--- config.mk ---
export PLATFORM = sky130hd
export DESIGN_NAME = oag_operand_address_generator
export DESIGN_NICKNAME = d
export VERILOG_FILES = /design/src/common/oag_pkg.sv /design/src/rtl/oag_operand_address_generator.sv /design/src/rtl/oag_offset_add.sv /design/src/rtl/oag_mode_legal.sv
export SDC_FILE = /design/constraint.sdc
export NUM_CORES = 1
export LEC_CHECK = 0
export ABC_AREA = 1
export BUFFER_PORTS_ARGS = -buffer_cell sky130_fd_sc_hd__buf_2
export CAP_MARGIN = 20
export CORE_AREA = 4 4 126 128
export CTS_CLUSTER_SIZE = 30
export DETAILED_ROUTE_END_ITERATION = 7
export DIE_AREA = 0 0 130 132
export PLACE_DENSITY = 0.86
export RECOVER_POWER = 25
export SYNTH_ARGS = -nofsm -noshare
export SYNTH_HDL_FRONTEND = slang
export SYNTH_SLANG_ARGS = --single-unit
--- constraint.sdc ---
create_clock -name clk_i -period 3.4 [get_ports clk_i]
set_input_delay 0.51 -clock clk_i [delete_from_list [all_inputs] [get_ports clk_i]]
set_output_delay 0.51 -clock clk_i [all_outputs]
set_load 0.1 [all_outputs]
--- src/common/oag_pkg.sv ---
// Shared types and constants for the operand address generator.
package oag_pkg;

  // Explicit operand addressing modes; working register access is register mode
  // with the working select set.
  typedef enum logic [2:0] {
    OAG_REGISTER_MODE,
    OAG_REGISTER_INDIRECT_MODE,
    OAG_INDEXED_MODE,
    OAG_ABSOLUTE_ADDRESS_MODE,
    OAG_VECTORED_ADDRESS_MODE,
    OAG_PC_RELATIVE_MODE,
    OAG_LITERAL_OPERAND_MODE
  } oag_mode_type;

  // Instruction classes that the decoder hands over.
  typedef enum logic [3:0] {
    OAG_GENERIC_INSTR,
    OAG_PLAIN_LOAD,
    OAG_PROGRAM_MEMORY_LOAD,
    OAG_EXTERNAL_DATA_LOAD,
    OAG_ABSOLUTE_JUMP,
    OAG_CALL,
    OAG_BIT_TEST_FALSE_BRANCH,
    OAG_BIT_TEST_TRUE_BRANCH,
    OAG_DECREMENT_BRANCH_NONZERO,
    OAG_COMPARE_INCREMENT_JUMP_EQUAL,
    OAG_COMPARE_INCREMENT_JUMP_NOT_EQUAL,
    OAG_RELATIVE_JUMP
  } oag_instr_type;

  // Address spaces an effective address or a fetch can point into.
  typedef enum logic [1:0] {
    OAG_SPACE_REGISTER_FILE,
    OAG_SPACE_PROGRAM,
    OAG_SPACE_EXTERNAL,
    OAG_SPACE_PC
  } oag_space_type;

  // First location of the upper control register set.
  localparam logic [7:0]  OAG_UPPER_SET_BASE  = 8'hC0;
  // Index bits inside the 8-byte working register space.
  localparam int          OAG_WORK_INDEX_BITS = 3;
  // High byte of every vector pointer address.
  localparam logic [7:0]  OAG_VECTOR_PAGE     = 8'h00;
  // Step from the high byte of a pair to its low byte.
  localparam logic [15:0] OAG_PAIR_STEP       = 16'h0001;
  localparam logic [15:0] OAG_RESET_WORD      = 16'h0000;
  localparam logic [7:0]  OAG_RESET_BYTE      = 8'h00;

endpackage : oag_pkg

--- src/rtl/oag_operand_address_generator.sv ---
// Operand address generator: resolves operands and branch targets per mode.
`timescale 1ns/10ps

// How it works
// - Each instruction accepts only its own modes.
// - Register mode reads named register or pair.
// - Working address is pointer space plus index.
// - Indirect register contents become the operand address.
// - Byte registers point registers, pairs point memory.
// - Indirect register cannot reach upper control set.
// - Indexed cannot reach upper control set.
// - Short offset is sign-extended, memory only.
// - Register indexed adds base and working offset.
// - Memory indexed adds offset to working pair.
// - Indexed only for the three load kinds.
// - Absolute address loads the program counter for jump and call.
// - Memory loads take absolute source or destination.
// - Vectored call reads pointer pair in low page.
// - Vector pointer upper bits forced to zero.
// - Relative target is counter plus signed displacement.
// - Counter already points past the branch.
// - Exactly six instructions use relative mode.
// - Literal mode takes the byte or word itself.
module oag_operand_address_generator (
  input  wire logic                   clk_i,
  input  wire logic                   resetn_i,
  input  wire logic                   req_valid_i,
  input  wire oag_pkg::oag_instr_type req_instr_i,
  input  wire oag_pkg::oag_mode_type  req_mode_i,
  input  wire logic                   req_word_i,
  input  wire logic                   req_work_i,
  input  wire logic                   req_long_i,
  input  wire logic [7:0]             req_reg_i,
  input  wire logic [7:0]             req_disp_i,
  input  wire logic [15:0]            req_imm_i,
  input  wire logic [15:0]            pc_next_i,
  input  wire logic [7:0]             reg_ptr_i,
  input  wire logic [7:0]             rd_data_i,
  output logic                        req_ready_o,
  output logic                        rd_o,
  output oag_pkg::oag_space_type      rd_space_o,
  output logic [15:0]                 rd_addr_o,
  output logic                        done_o,
  output logic                        fault_o,
  output logic [15:0]                 ea_o,
  output oag_pkg::oag_space_type      ea_space_o,
  output logic                        ea_valid_o,
  output logic [15:0]                 operand_o,
  output logic                        operand_valid_o,
  output logic                        pc_load_o
);
  import oag_pkg::*;

  typedef enum logic [2:0] {
    ST_IDLE,
    ST_CALC,
    ST_RD_HI,
    ST_RD_LO,
    ST_CAPT
  } oag_state_type;

  // Working register address: pointer chooses the 8-byte space, field the byte.
  function automatic logic [7:0] reg_addr(input logic [7:0] field, input logic work,
                                          input logic [7:0] rp);
    reg_addr = work ? {rp[7:OAG_WORK_INDEX_BITS], field[OAG_WORK_INDEX_BITS-1:0]} : field;
  endfunction : reg_addr

  // Space an indirect or indexed access lands in, set by the instruction.
  function automatic oag_space_type space_of(input oag_instr_type instr);
    space_of = (instr == OAG_PROGRAM_MEMORY_LOAD) ? OAG_SPACE_PROGRAM :
               (instr == OAG_EXTERNAL_DATA_LOAD)  ? OAG_SPACE_EXTERNAL :
                                                    OAG_SPACE_REGISTER_FILE;
  endfunction : space_of

  logic [1:0]    rst_sync;
  logic          rst_n;
  oag_state_type state;
  oag_state_type next_state;

  oag_instr_type instr_q;
  oag_mode_type  mode_q;
  logic          word_q;
  logic          long_q;
  logic          legal_q;
  logic          fetch_word_q;
  logic [7:0]    disp_q;
  logic [15:0]   imm_q;
  logic [15:0]   pc_q;
  logic [7:0]    hi_q;

  // Reset is released through two flops so every flop after them leaves reset together.
  always_ff @(posedge clk_i or negedge resetn_i) begin
    if (!resetn_i) begin
      rst_sync <= 2'h0;
    end else begin
      rst_sync <= {rst_sync[0], 1'b1};
    end
  end
  assign rst_n = rst_sync[1];

  // Request side decode, valid while idle.
  logic          req_legal;
  logic          req_take;
  logic          req_fetch;
  logic          req_fetch_word;
  oag_space_type req_fetch_space;
  logic [15:0]   req_fetch_addr;
  logic          req_mem_target;
  logic [7:0]    req_reg_addr;

  oag_mode_legal u_legal (
    .instr_i (req_instr_i),
    .mode_i  (req_mode_i),
    .legal_o (req_legal)
  );

  assign req_take       = req_valid_i && req_ready_o && (state == ST_IDLE);
  assign req_mem_target = (space_of(req_instr_i) != OAG_SPACE_REGISTER_FILE);
  assign req_reg_addr   = reg_addr(req_reg_i, req_work_i, reg_ptr_i);

  // Only legal requests that need register or vector contents fetch anything.
  assign req_fetch = req_legal && ((req_mode_i == OAG_REGISTER_MODE) ||
                                   (req_mode_i == OAG_REGISTER_INDIRECT_MODE) ||
                                   (req_mode_i == OAG_INDEXED_MODE) ||
                                   (req_mode_i == OAG_VECTORED_ADDRESS_MODE));

  // pairs point memory, bytes point registers
  assign req_fetch_word =
    (req_mode_i == OAG_REGISTER_MODE)          ? req_word_i :
    (req_mode_i == OAG_REGISTER_INDIRECT_MODE) ? req_mem_target :
    (req_mode_i == OAG_INDEXED_MODE)           ? req_mem_target :
    (req_mode_i == OAG_VECTORED_ADDRESS_MODE);

  assign req_fetch_space = (req_mode_i == OAG_VECTORED_ADDRESS_MODE) ? OAG_SPACE_PROGRAM :
                                                                       OAG_SPACE_REGISTER_FILE;

  assign req_fetch_addr =
    (req_mode_i == OAG_VECTORED_ADDRESS_MODE) ? {OAG_VECTOR_PAGE, req_disp_i} :
    (req_mode_i == OAG_INDEXED_MODE)          ? {8'h00, reg_addr(req_reg_i, 1'b1, reg_ptr_i)} :
                                                {8'h00, req_reg_addr};

  // Finish side: the fetched value and the address arithmetic.
  logic [15:0]   fetched;
  logic [15:0]   add_base;
  logic [15:0]   add_offset;
  logic          add_long;
  logic [15:0]   add_sum;
  logic [7:0]    rf_index_sum;
  logic          finish;
  logic          fin_fault;
  logic [15:0]   fin_ea;
  oag_space_type fin_space;
  logic          fin_ea_valid;
  logic [15:0]   fin_operand;
  logic          fin_operand_valid;
  logic          fin_pc_load;
  logic          target_rf;
  logic          is_jump;

  assign fetched = fetch_word_q ? {hi_q, rd_data_i} : {8'h00, rd_data_i};

  assign add_base   = (mode_q == OAG_PC_RELATIVE_MODE) ? pc_q : fetched;
  assign add_offset = long_q ? imm_q : {8'h00, disp_q};
  assign add_long   = long_q && (mode_q == OAG_INDEXED_MODE);

  oag_offset_add u_add (
    .base_i   (add_base),
    .offset_i (add_offset),
    .long_i   (add_long),
    .sum_o    (add_sum)
  );

  assign rf_index_sum = imm_q[7:0] + fetched[7:0];
  assign target_rf    = (space_of(instr_q) == OAG_SPACE_REGISTER_FILE);
  assign is_jump      = (instr_q == OAG_ABSOLUTE_JUMP) || (instr_q == OAG_CALL);
  assign finish       = (state == ST_CALC) || (state == ST_CAPT);

  always_comb begin
    fin_fault         = !legal_q;
    fin_ea            = OAG_RESET_WORD;
    fin_space         = OAG_SPACE_REGISTER_FILE;
    fin_ea_valid      = 1'b0;
    fin_operand       = OAG_RESET_WORD;
    fin_operand_valid = 1'b0;
    fin_pc_load       = 1'b0;
    if (legal_q) begin
      case (mode_q)
        OAG_REGISTER_MODE: begin
          fin_operand       = fetched;
          fin_operand_valid = 1'b1;
        end
        OAG_REGISTER_INDIRECT_MODE: begin
          fin_ea       = fetched;
          fin_space    = space_of(instr_q);
          fin_ea_valid = 1'b1;
          fin_fault    = target_rf && (fetched[7:0] >= OAG_UPPER_SET_BASE);
        end
        OAG_INDEXED_MODE: begin
          fin_space    = space_of(instr_q);
          fin_ea_valid = 1'b1;
          if (target_rf) begin
            fin_ea    = {8'h00, rf_index_sum};
            fin_fault = (rf_index_sum >= OAG_UPPER_SET_BASE);
          end else begin
            // pair plus short or long offset
            fin_ea = add_sum;
          end
        end
        OAG_ABSOLUTE_ADDRESS_MODE: begin
          fin_ea       = imm_q;
          fin_ea_valid = 1'b1;
          if (is_jump) begin
            fin_space   = OAG_SPACE_PC;
            fin_pc_load = 1'b1;
          end else begin
            fin_space = space_of(instr_q);
          end
        end
        OAG_VECTORED_ADDRESS_MODE: begin
          fin_ea       = fetched;
          fin_space    = OAG_SPACE_PC;
          fin_ea_valid = 1'b1;
          fin_pc_load  = 1'b1;
        end
        OAG_PC_RELATIVE_MODE: begin
          fin_ea       = add_sum;
          fin_space    = OAG_SPACE_PC;
          fin_ea_valid = 1'b1;
          fin_pc_load  = 1'b1;
        end
        OAG_LITERAL_OPERAND_MODE: begin
          fin_operand       = word_q ? imm_q : {8'h00, imm_q[7:0]};
          fin_operand_valid = 1'b1;
        end
        default: begin
          fin_fault = 1'b1;
        end
      endcase
    end
  end

  // Sequencer: one fetch of one or two bytes at most per request.
  always_comb begin
    next_state = state;
    case (state)
      ST_IDLE: begin
        if (req_take) begin
          next_state = req_fetch ? ST_RD_HI : ST_CALC;
        end
      end
      ST_RD_HI: begin
        next_state = fetch_word_q ? ST_RD_LO : ST_CAPT;
      end
      ST_RD_LO: begin
        next_state = ST_CAPT;
      end
      ST_CALC: begin
        next_state = ST_IDLE;
      end
      ST_CAPT: begin
        next_state = ST_IDLE;
      end
      default: begin
        next_state = ST_IDLE;
      end
    endcase
  end

  always_ff @(posedge clk_i or negedge rst_n) begin
    if (!rst_n) begin
      state <= ST_IDLE;
    end else begin
      state <= next_state;
    end
  end

  // Request is held in flops so the decoder may move on once accepted.
  always_ff @(posedge clk_i or negedge rst_n) begin
    if (!rst_n) begin
      instr_q      <= OAG_GENERIC_INSTR;
      mode_q       <= OAG_REGISTER_MODE;
      word_q       <= 1'b0;
      long_q       <= 1'b0;
      legal_q      <= 1'b0;
      fetch_word_q <= 1'b0;
      disp_q       <= OAG_RESET_BYTE;
      imm_q        <= OAG_RESET_WORD;
      pc_q         <= OAG_RESET_WORD;
    end else if (req_take) begin
      instr_q      <= req_instr_i;
      mode_q       <= req_mode_i;
      word_q       <= req_word_i;
      long_q       <= req_long_i;
      legal_q      <= req_legal;
      fetch_word_q <= req_fetch_word;
      disp_q       <= req_disp_i;
      imm_q        <= req_imm_i;
      pc_q         <= pc_next_i;
    end
  end

  always_ff @(posedge clk_i or negedge rst_n) begin
    if (!rst_n) begin
      hi_q <= OAG_RESET_BYTE;
    end else if (state == ST_RD_LO) begin
      hi_q <= rd_data_i;
    end
  end

  // Read port: the strobe stands one cycle per byte, data returns on the next.
  always_ff @(posedge clk_i or negedge rst_n) begin
    if (!rst_n) begin
      rd_o       <= 1'b0;
      rd_space_o <= OAG_SPACE_REGISTER_FILE;
      rd_addr_o  <= OAG_RESET_WORD;
    end else if (req_take && req_fetch) begin
      rd_o       <= 1'b1;
      rd_space_o <= req_fetch_space;
      rd_addr_o  <= req_fetch_addr;
    end else if ((state == ST_RD_HI) && fetch_word_q) begin
      rd_o      <= 1'b1;
      rd_addr_o <= rd_addr_o + OAG_PAIR_STEP;
    end else begin
      rd_o <= 1'b0;
    end
  end

  // Results other than the pc_load_o pulse stand from the done pulse until the next request completes.
  always_ff @(posedge clk_i or negedge rst_n) begin
    if (!rst_n) begin
      done_o          <= 1'b0;
      fault_o         <= 1'b0;
      ea_o            <= OAG_RESET_WORD;
      ea_space_o      <= OAG_SPACE_REGISTER_FILE;
      ea_valid_o      <= 1'b0;
      operand_o       <= OAG_RESET_WORD;
      operand_valid_o <= 1'b0;
      pc_load_o       <= 1'b0;
    end else begin
      done_o    <= finish;
      pc_load_o <= finish && fin_pc_load && !fin_fault;
      if (finish) begin
        fault_o         <= fin_fault;
        ea_o            <= fin_ea;
        ea_space_o      <= fin_space;
        ea_valid_o      <= fin_ea_valid && !fin_fault;
        operand_o       <= fin_operand;
        operand_valid_o <= fin_operand_valid && !fin_fault;
      end
    end
  end

  // Ready drops the cycle after a request is taken, so back-to-back offers wait.
  always_ff @(posedge clk_i or negedge rst_n) begin
    if (!rst_n) begin
      req_ready_o <= 1'b0;
    end else begin
      req_ready_o <= (next_state == ST_IDLE);
    end
  end

endmodule : oag_operand_address_generator

--- src/rtl/oag_offset_add.sv ---
// Base plus signed short or full long offset adder.
`timescale 1ns/10ps
module oag_offset_add (
  input  wire logic [15:0] base_i,
  input  wire logic [15:0] offset_i,
  input  wire logic        long_i,
  output wire logic [15:0] sum_o
);
  logic [15:0] ext_offset;

  assign ext_offset = long_i ? offset_i : {{8{offset_i[7]}}, offset_i[7:0]};
  assign sum_o      = base_i + ext_offset;

endmodule : oag_offset_add

--- src/rtl/oag_mode_legal.sv ---
// Tells whether an instruction class may use a given addressing mode.
`timescale 1ns/10ps
module oag_mode_legal (
  input  wire oag_pkg::oag_instr_type instr_i,
  input  wire oag_pkg::oag_mode_type  mode_i,
  output wire logic                   legal_o
);
  import oag_pkg::*;

  logic is_branch;
  logic is_mem_load;

  assign is_branch = (instr_i == OAG_BIT_TEST_FALSE_BRANCH) ||
                     (instr_i == OAG_BIT_TEST_TRUE_BRANCH) ||
                     (instr_i == OAG_DECREMENT_BRANCH_NONZERO) ||
                     (instr_i == OAG_COMPARE_INCREMENT_JUMP_EQUAL) ||
                     (instr_i == OAG_COMPARE_INCREMENT_JUMP_NOT_EQUAL) ||
                     (instr_i == OAG_RELATIVE_JUMP);
  assign is_mem_load = (instr_i == OAG_PROGRAM_MEMORY_LOAD) ||
                       (instr_i == OAG_EXTERNAL_DATA_LOAD);

  assign legal_o =
    (mode_i == OAG_INDEXED_MODE)          ? (is_mem_load || instr_i == OAG_PLAIN_LOAD) :
    (mode_i == OAG_ABSOLUTE_ADDRESS_MODE) ? (is_mem_load || instr_i == OAG_ABSOLUTE_JUMP ||
                                             instr_i == OAG_CALL) :
    (mode_i == OAG_VECTORED_ADDRESS_MODE) ? (instr_i == OAG_CALL) :
    (mode_i == OAG_PC_RELATIVE_MODE)      ? is_branch :
    (mode_i == OAG_LITERAL_OPERAND_MODE)  ? !is_mem_load :
    (mode_i == OAG_REGISTER_MODE)         ? 1'b1 :
    (mode_i == OAG_REGISTER_INDIRECT_MODE);

endmodule : oag_mode_legal

# After elaboration in Yosys (flattened, before gate mapping)

Cells that the tools add are included.
W data, S select, Z words.

Flip-flop bits (word level): 123
Bits of input ports: 77
Output and inout bits: 59

Add/subtract/negate cells: 3
Order comparisons: 2
Equality and inequality tests: 31
Multiplexer cells: 48
Reduce and logical (&&, ||, !) cells: 41

Operators by type and width:

| kind                    | count |
|---|---|
| $mux W16                | 10 |
| $pmux W16 S4            | 1 |
| $pmux W16 S2            | 1 |
| $eq A4 B3 Y1 const B    | 6 |
| $mux W8                 | 3 |
| $eq A3 B3 Y1 const B    | 7 |
| $mux W1                 | 20 |
| $eq A3 B2 Y1 const B    | 6 |
| $add A16 B1 Y16 const B | 1 |
| $add A16 B16 Y16        | 1 |
| $eq A4 B2 Y1 const B    | 4 |
| $eq A4 B4 Y1 const B    | 4 |
| $ge A8 B8 Y1 const B    | 2 |
| $logic_or A1 B1 Y1      | 14 |
| $mux W2                 | 7 |
| $logic_not A3 Y1        | 4 |
| $logic_and A1 B1 Y1     | 11 |
| $reduce_or A5 Y1        | 2 |
| $eq A3 B1 Y1 const B    | 3 |
| $pmux W3 S3             | 1 |
| $add A8 B8 Y8           | 1 |
| $reduce_or A2 Y1        | 4 |
| $mux W3                 | 2 |
| $pmux W2 S3             | 1 |
| 6 further kinds         | 9 |

# Longest topological paths before layout

Gate-level depths: netlist (run 1).

Depth in word-level cells: 15
Mapped depth: 21
Depth with buffers taken out: 21

# Modules after synthesis

Synthesis (run 1) repeated with hierarchy kept, for this count alone.

Cell total of the unflattened synthesis: 1,049
Area, all modules: 7,460.9 um^2

Modules (own cells, without submodules):

| module                        | instances | cells each | area an instance (um^2) |
|---|---|---|---|
| oag_operand_address_generator | 1         | 831        | 6,341.1 |
| oag_offset_add                | 1         | 195        | 1,018.5 |
| oag_mode_legal                | 1         | 23         | 101.3 |

# Worst setup path after synthesis (run 1)

OpenSTA, ideal clock, no wires.

Kind: register to register
Start point: register mode_q[1]
End point: register ea_o[12]
Setup time: 120 ps
Arrival time: 2,417 ps
Required time: 3,280 ps
Slack: 863 ps
Stages on the path, launching flop included: 18
Buffers on the path: 1
Path through: dfrtp_1 > inv_1 > nand2_1 > nor2_2 > buf_2 > nand2_1 > o21ai_0 > ha_1 > inv_1 > fa_1 > o21ai_0 > nand3_1 > nand3_1 > nand2_1 > nand2_1 > o21ai_1 > nand2_1 > nand2_1

Cells in the longest elaborated chain, start to end: 7
Elaborated cells on any way between the ends: 13
Classes of those cells: 1 x add/sub; 5 x eq/ne; 5 x mux; 2 x reduce/logical

RTL lines:

| item                     | RTL line                                                                   | RTL |
|---|---|---|
| start: declaration       | oag_operand_address_generator.sv:81                                        | `oag_mode_type mode_q;` |
| start signal: assignment | oag_operand_address_generator.sv:291                                       | `mode_q <= req_mode_i;` |
| $eq A3 B2 Y1             | oag_operand_address_generator.sv:164, oag_operand_address_generator.sv:187 |  |
| $logic_and A1 B1 Y1      | oag_operand_address_generator.sv:164                                       | `assign add_long = long_q && (mode_q == OAG_INDEXED_MODE);` |
| $mux W16                 | oag_offset_add.sv:11                                                       | `assign ext_offset = long_i ? offset_i : {{8{offset_i[7]}}, offset_i[7:0]};` |
| $add A16 B16 Y16         | oag_offset_add.sv:12                                                       | `assign sum_o = base_i + ext_offset;` |
| $mux W16                 | oag_operand_address_generator.sv:201                                       | `if (target_rf) begin` |
| $pmux W16 S4 (*)         | oag_operand_address_generator.sv:187                                       | `case (mode_q)` |
| $mux W16 (*)             | oag_operand_address_generator.sv:186                                       | `if (legal_q) begin` |
| end signal: assignment   | oag_operand_address_generator.sv:344                                       | `ea_o <= fin_ea;` |
| end: declaration         | oag_operand_address_generator.sv:45                                        | `output logic [15:0] ea_o,` |

Mark *: on every way between the ends. The rest lies on a longest branch, timed or not.
A chain may end at the register's enable or synchronous reset.

# Final worst setup path (run 1)

Start point: register mode_q[1]
End point: register ea_o[15]

The elaborated chain is that of the path after synthesis.

==> reports/results.ini, run 1 <==
[final_layout]
fillerInstances = 1400
fin_nets = 1242
drive_gt1_frac = 0.173
area_growth_from_synthesis_to_layout_pct = 19.9
antenna-diode-count = 0

[sta]
finalHoldWorstSlack_ns = 0.288
final_skew_ns = 0.00879
setup_repair_after_global_routing_missed_its_margin = no
min_period_over_period = 0.881
timing.final.max_slew_violations = 0
setup_violations = 0
final.setup.tns_ns = 0
post-route-min-period_ns = 3.00
max_clock_freq_mhz = 334
maxSlewHeadroom = 0.0455
worst_slew_pin_slew_ns = 1.43
final-hold-violation-count = 0

[logic_synthesis]
synth.lib_cells_used.distinct = 53
synth_top_cells_by_count = sky130_fd_sc_hd__nand2_1 (383), sky130_fd_sc_hd__dfrtp_1 (122), sky130_fd_sc_hd__inv_1 (105)
syn_area_sq_mm = 0.00734
synth-xor-area-share = 0.0179
synth-edff-count = 0
top_cells_by_area_in_the_synthesized_netlist = sky130_fd_sc_hd__dfrtp_1 (42%), sky130_fd_sc_hd__nand2_1 (20%), sky130_fd_sc_hd__o21ai_0 (6.2%)
synthMostInstantiatedCell = sky130_fd_sc_hd__nand2_1
avg_cell_area_syn_sq_um = 7.26
synthDominantCellAreaShare = 0.416
netlist_instances = 1011
synth_area_leader_cell = sky130_fd_sc_hd__dfrtp_1
post_synthesis_compound_gate_area_fraction = 0.136
ys.flop_type = sky130_fd_sc_hd__dfrtp_1
ys_ff_latch = 122
synth.yosys.warnings = 0
synth_top_family_by_area = simple AND/OR/NAND/NOR gates
post_synth_mux_area_share = 0.00136
synth_simple_gate_area_share = 0.305
async_flop_share = 1.00
yosysSeqAreaShare = 0.416
synth-adder-area-share = 0.0446
syn_nets = 1113

[cts]
cts_tree = built
worstSkewPairLatency_ns = 0.42
ctsResizeCount = 0
worst_setup_hold_path_clk_slew_ns = 0.06
cts_made_buffers = 17
cts.htree.levels = 4
root_buffer_cell = sky130_fd_sc_hd__clkbuf_16
max-clock-path-buffers = 2
tritoncts_num_sinks = 122

[pwr]
switching_share = 0.540
static-leakage-power_nw = 4.85
ir_worst_vdd_mv = 0.723
comb_power_share = 0.568
relative_contribution_of_sequential_cells_to_total_power = 0.246
cellPowerDensity_mw_per_mm2 = 1200
net-switching-power_mw = 5.69
power.clock.fraction = 0.186
power_report.internal_total_mw = 4.84

[drt]
total_via_count_in_the_routed_design = 7287
routed_via_density = 5.43
route.detailed.wl_per_inst_microns = 16.2
drc_errors = 0
drt-initial-drc-count = 618
drt_pass1_iterations = 6
drt.antenna.violating_nets = 0
drt-total-wl_mm = 21.7

[floorplanning]
io_pins = 136
fp.dieArea_sq_mm = 0.0172
start_util = 0.494
fp.dieH_microns = 132
dieWidth_microns = 130
fp.coreArea_sq_mm = 0.0149
number_of_placement_rows = 45

[critical_path]
critPathArrivalTime_ns = 3.35
worst_path_dominant_cell_family = simple AND/OR/NAND/NOR gates
required_ns = 3.75
rr_startpoint = mode_q[1]
critical-path-slowest-cell = sky130_fd_sc_hd__dfrtp_1
startpoint_type = flop
worst_setup_path_end_kind = flop
timing_worst_setup_path_type = reg2reg
worst_path_maximum_fanout = 15
ff2ff_path_depth = 20
reg2reg_setup_slack_ns = 0.40
crit-reg2reg-capture = ea_o[15]
timing.critical_path.cells = inv_1 > nand2_1 > nor2_2 > buf_4 > buf_4 > o21ai_0 > ha_1 > nand2_1 > inv_1 > nand2_1 > nand2_1 > nand2_1 > and2_1 > nand2_1 > inv_1 > nand2_1 > nand3_1 > nand2_1 > nand2_1 > nand2_1
worstPathBufferInverterCount = 5
cp_common_cell = sky130_fd_sc_hd__nand2_1
crit_path_max_incr_delay_ns = 0.45

[global_routing]
grt_antenna_before_repair = 1
grt_pass1_wl_mm = 34.7
first_global_vias = 7054
grt_max_degree = 84
grt_overflow = 0
gr-usage-all-layers = 0.256

[worst_hold_path]
worstHoldPathCells = 3
hold_end = pc_q[6]
hold_path_origin = pc_next_i[6]
hp-class = in2reg

[job]
drv_cap = 0

[placed_design]
numPortBuffers = 131
place_hpwl_mm = 16.3
place.gp.congestion = 0.964

[outcome]
status = completed

-- registers in the layout, summed over array words and instances (netlist names), 2 cells and up --
register and cells:
mode_q 3, operand_o 16, rd_addr_o 16, pc_q 16, imm_q 16, rst_sync 2
state 3, ea_space_o 2, hi_q 8, disp_q 8, instr_q 4, ea_o 16
-- power by group through the flow --
stage          combinational [mW]  clock, mW  sequential, mW
2_1_floorplan                3.04          0            4.10
3_3_place_gp                 5.80          0            2.58
3_5_place_dp                 5.89          0            2.60
4_1_cts                      5.94       1.97            2.59
5_1_grt                      6.55       2.04            2.66
6_report                     5.98       1.96            2.59
-- area by class of cell --
| cell class | count | area [sq um] | area share |
|---|---|---|---|
| sequential | 122 | 3050 | 0.347 |
| inverter | 113 | 424 | 0.0482 |
| tap | 188 | 235 | 0.0267 |
| clock inverter | 12 | 185 | 0.0210 |
| clock buffer | 20 | 457 | 0.0518 |
| multi-input combinational | 744 | 3720 | 0.422 |
| timing repair buffer | 142 | 737 | 0.0837 |
-- cells by family (layout without fill, tap and decap cells) --
kind of cell             after synthesis  count (layout)
buffers and inverters                145             287
XOR/XNOR                              15              15
other                                  2               2
AND/OR/NAND/NOR                      532             532
flip-flops                           122             122
multiplexers                           1               1
adder cells (fa/ha/maj)               25              25
AO/OA/AOI/OAI                        169             169
-- worst max path at each step --
| stage | startpoint | end | slack [ns] | depth (start not counted) |
|---|---|---|---|---|
| 3_3_place_gp | mode_q[1] | ea_o[15] | 0.54 | 20 |
| 5_1_grt | mode_q[1] | ea_o[15] | 0.1 | 20 |
| 3_5_place_dp | mode_q[1] | ea_o[15] | 0.49 | 19 |
| 2_1_floorplan | mode_q[1] | ea_o[12] | 0.86 | 17 |
| 4_1_cts | mode_q[1] | ea_o[15] | 0.48 | 20 |
| 6_report | mode_q[1] | ea_o[15] | 0.40 | 20 |
-- layout by cell type (no fill, tap or decap), drive strengths merged, types with 8 or more instances in the layout --
cell type / instances
a21oi: 19
a22o: 8
a22oi: 11
a32oi: 8
buf: 139
clkbuf: 22
dfrtp: 122
ha: 23
inv: 115
nand2: 388
nand3: 54
nand4: 14
nor2: 53
nor3: 8
o21ai: 97
xor2: 9
-- worst register-to-register path, cell delays in order, from the launching register on --
cell,delay [ns]
sky130_fd_sc_hd__dfrtp_1,0.45
sky130_fd_sc_hd__inv_1,0.13
sky130_fd_sc_hd__nand2_1,0.11
sky130_fd_sc_hd__nor2_2,0.26
sky130_fd_sc_hd__buf_4,0.24
sky130_fd_sc_hd__buf_4,0.21
sky130_fd_sc_hd__o21ai_0,0.10
sky130_fd_sc_hd__ha_1,0.39
sky130_fd_sc_hd__nand2_1,0.09
sky130_fd_sc_hd__inv_1,0.09
sky130_fd_sc_hd__nand2_1,0.06
sky130_fd_sc_hd__nand2_1,0.07
sky130_fd_sc_hd__nand2_1,0.05
sky130_fd_sc_hd__and2_1,0.15
sky130_fd_sc_hd__nand2_1,0.08
sky130_fd_sc_hd__inv_1,0.04
sky130_fd_sc_hd__nand2_1,0.05
sky130_fd_sc_hd__nand3_1,0.11
sky130_fd_sc_hd__nand2_1,0.12
sky130_fd_sc_hd__nand2_1,0.07
sky130_fd_sc_hd__nand2_1,0.07
-- through the flow --
step | cells | total power [mW] | util | instance area, sq um | worst slack [ns]
floorplan | 1011 | 7.15 | - | 7350 | 0.863
global placement | 1307 | 8.39 | 0.549 | 8160 | 0.543
detailed placement | 1307 | 8.48 | 0.549 | 8160 | 0.488
CTS | 1340 | 10.5 | 0.593 | 8810 | 0.477
global route | 1341 | 11.2 | 0.593 | 8810 | 0.100
finish | 1341 | 10.5 | 0.593 | 8810 | 0.403
-- routing by layer --
metal,routed length (microns),global-route usage,share of wire,vias to the layer above
met2,10500,0.431,0.49,305
met3,1730,0.0636,0.080,55
met5,7,0,0.00032,-
met1,8800,0.323,0.41,3390
li1,-,-,-,3535
met4,625,0.0814,0.029,2
-- timing repair --
item	CTS	global route
buffers inserted	0	0
endpoints found under the hold margin	2	0
hold buffers	1	0
No activity file was read; power rests on OpenSTA's default activity.
==> run 2, diff against run 1 <==
--- a/config.mk
+++ b/config.mk
@@ -12,7 +12,7 @@
 export CTS_CLUSTER_SIZE = 30
 export DETAILED_ROUTE_END_ITERATION = 7
 export DIE_AREA = 0 0 130 132
-export PLACE_DENSITY = 0.86
+export PLACE_DENSITY = 0.75
 export RECOVER_POWER = 25
 export SYNTH_ARGS = -nofsm -noshare
 export SYNTH_HDL_FRONTEND = slang
==> reports/results.ini, run 2 (same netlist as run 1, synthesis figures left out) <==
[outcome]
status = finished with violations  ; was completed
violations = capacitance limit, slew limit

[global_routing]
grt_max_degree = 62  ; was 84
grt_antenna_before_repair = 1  ; unchanged
grt_overflow = 0  ; unchanged
first_global_vias = 7060  ; was 7054
gr-usage-all-layers = 0.260  ; was 0.256
grt_pass1_wl_mm = 35.1  ; was 34.7 mm

[drt]
routed_via_density = 5.40  ; was 5.43
drt-initial-drc-count = 402  ; was 618
total_via_count_in_the_routed_design = 7225  ; was 7287
drc_errors = 0  ; unchanged
drt-total-wl_mm = 21.7  ; about the same
route.detailed.wl_per_inst_microns = 16.2  ; about the same
drt_pass1_iterations = 5  ; was 6
drt.antenna.violating_nets = 0  ; unchanged

[floorplanning]
number_of_placement_rows = 45  ; unchanged
start_util = 0.494  ; unchanged
io_pins = 136  ; unchanged
dieWidth_microns = 130  ; unchanged
fp.coreArea_sq_mm = 0.0149  ; unchanged
fp.dieH_microns = 132  ; unchanged
fp.dieArea_sq_mm = 0.0172  ; unchanged

[placed_design]
place.gp.congestion = 0.957  ; was 0.964
post_dp_cell_area_sq_mm = 0.00816  ; about the same
place_hpwl_mm = 16.6  ; was 16.3 mm
numPortBuffers = 131  ; unchanged

[sta]
maxSlewHeadroom = -0.685  ; was 0.0455
final.setup.tns_ns = 0  ; unchanged
finalHoldWorstSlack_ns = 0.274  ; was 0.288 ns
setup_repair_after_global_routing_missed_its_margin = no  ; unchanged
final-hold-violation-count = 0  ; unchanged
max_clock_freq_mhz = 341  ; was 334 MHz
final_skew_ns = 0.00760  ; was 0.00879 ns
setup_violations = 0  ; unchanged
post-route-min-period_ns = 2.94  ; was 3.00 ns
worst_slew_pin_slew_ns = 2.53  ; was 1.43 ns
min_period_over_period = 0.863  ; was 0.881
timing.final.max_slew_violations = 61  ; was 0

[cts]
cts_tree = built  ; unchanged
worstSkewPairLatency_ns = 0.43  ; was 0.42 ns
cts_made_buffers = 17  ; unchanged
ctsResizeCount = 0  ; unchanged
post_cts.repair.setup_buffers = 0  ; unchanged
worst_setup_hold_path_clk_slew_ns = 0.06  ; about the same
root_buffer_cell = sky130_fd_sc_hd__clkbuf_16  ; unchanged
tritoncts_num_sinks = 122  ; unchanged
postCtsHoldBufs = 1  ; unchanged
max-clock-path-buffers = 2  ; unchanged
cts.htree.levels = 4  ; unchanged

[job]
drv_cap = 1  ; was 0

[pwr]
cellPowerDensity_mw_per_mm2 = 1180  ; was 1200 mW/mm^2
ir_worst_vdd_mv = 0.805  ; was 0.723 mV
power.total_mw = 10.4  ; was 10.5 mW
static-leakage-power_nw = 4.82  ; was 4.85 nW

[final_layout]
layout_common_cells = sky130_fd_sc_hd__nand2_1 (383), sky130_fd_sc_hd__buf_2 (130), sky130_fd_sc_hd__dfrtp_1 (122)  ; unchanged
drive_gt1_frac = 0.173  ; about the same
antenna-diode-count = 0  ; unchanged
fin_area_sq_mm = 0.00876  ; was 0.00881 sq mm
layout_commonest_cell = sky130_fd_sc_hd__nand2_1  ; unchanged
fin_nets = 1240  ; was 1242
area_growth_from_synthesis_to_layout_pct = 19.2  ; was 19.9%

[critical_path]
required_ns = 3.76  ; was 3.75 ns
setup.worst_path.start = mode_q[1]  ; unchanged
reg2reg_setup_slack_ns = 0.46  ; was 0.40 ns
rr_startpoint = mode_q[1]  ; unchanged
crit-reg2reg-capture = ea_o[7]  ; was ea_o[15]
timing_worst_setup_path_type = reg2reg  ; unchanged
critPathArrivalTime_ns = 3.30  ; was 3.35 ns
critical_path.endpoint = ea_o[7]  ; was ea_o[15]
ff2ff_path_depth = 18  ; was 20
worst_path_maximum_fanout = 28  ; was 15
startpoint_type = flop  ; unchanged
worst_setup_path_end_kind = flop  ; unchanged

[worst_hold_path]
hp-class = in2reg  ; unchanged

[run 2: worst min path at each step]
stage	startpoint	end	slack (ns)	cells after the start
after global placement	resetn_i	rst_sync[0]	0.30	1
after floorplan	resetn_i	rst_sync[0]	0.21	0
final	pc_next_i[0]	pc_q[0]	0.27	3
after global routing	req_imm_i[12]	imm_q[12]	0.28	3
after detailed placement	resetn_i	rst_sync[0]	0.30	1
after CTS	pc_next_i[0]	pc_q[0]	0.26	3
[run 2: area by class of cell]
class / instances / area [sq um]
fillers: 1394 / 6110
multi-input cells: 744 / 3720
flip-flops and latches: 122 / 3050
repair buffers: 140 / 737
clock buffers: 17 / 425
inverters: 113 / 424
well taps: 188 / 235
clock inverters: 15 / 165
[run 2: layer usage]
metal  routed length, microns  up-vias  part of all wire  track usage
li1                         -     3536                 -            -
met4                      717        2             0.033        0.100
met5                        7        -           0.00032            0
met3                     1570       62             0.072       0.0685
met2                    10200      268              0.47        0.419
met1                     9180     3357              0.42        0.333
[run 2: worst max-delay path, stage by stage, from the launching register on]
cell and delay [ns]:
sky130_fd_sc_hd__dfrtp_1 0.45, sky130_fd_sc_hd__inv_1 0.12, sky130_fd_sc_hd__nand2_1 0.10, sky130_fd_sc_hd__nor2_2 0.24
sky130_fd_sc_hd__buf_4 0.32, sky130_fd_sc_hd__nand2_1 0.10, sky130_fd_sc_hd__o21ai_0 0.09, sky130_fd_sc_hd__ha_1 0.31
sky130_fd_sc_hd__a21oi_1 0.24, sky130_fd_sc_hd__nand2_1 0.12, sky130_fd_sc_hd__nand2_1 0.09, sky130_fd_sc_hd__nand2_1 0.10
sky130_fd_sc_hd__nand2_1 0.09, sky130_fd_sc_hd__nand2_1 0.10, sky130_fd_sc_hd__nand2_1 0.08, sky130_fd_sc_hd__nand3_1 0.07
sky130_fd_sc_hd__nand3_1 0.11, sky130_fd_sc_hd__nand2_1 0.06, sky130_fd_sc_hd__nand2_1 0.06
[run 2: through the flow]
stage | std cells | worst slack, ns | utilization
after global placement | 1306 | 0.538 | 0.549
after global routing | 1339 | 0.181 | 0.589
after CTS | 1339 | 0.493 | 0.589
after detailed placement | 1306 | 0.514 | 0.549
after floorplan | 1011 | 0.863 | -
final | 1339 | 0.465 | 0.589
[run 2: report_power, final]
group | internal [mW] | switching [mW] | leakage, nW
logic | 1.52 | 4.46 | 2.97
clock network | 1.09 | 0.714 | 0.283
registers | 2.04 | 0.535 | 1.57
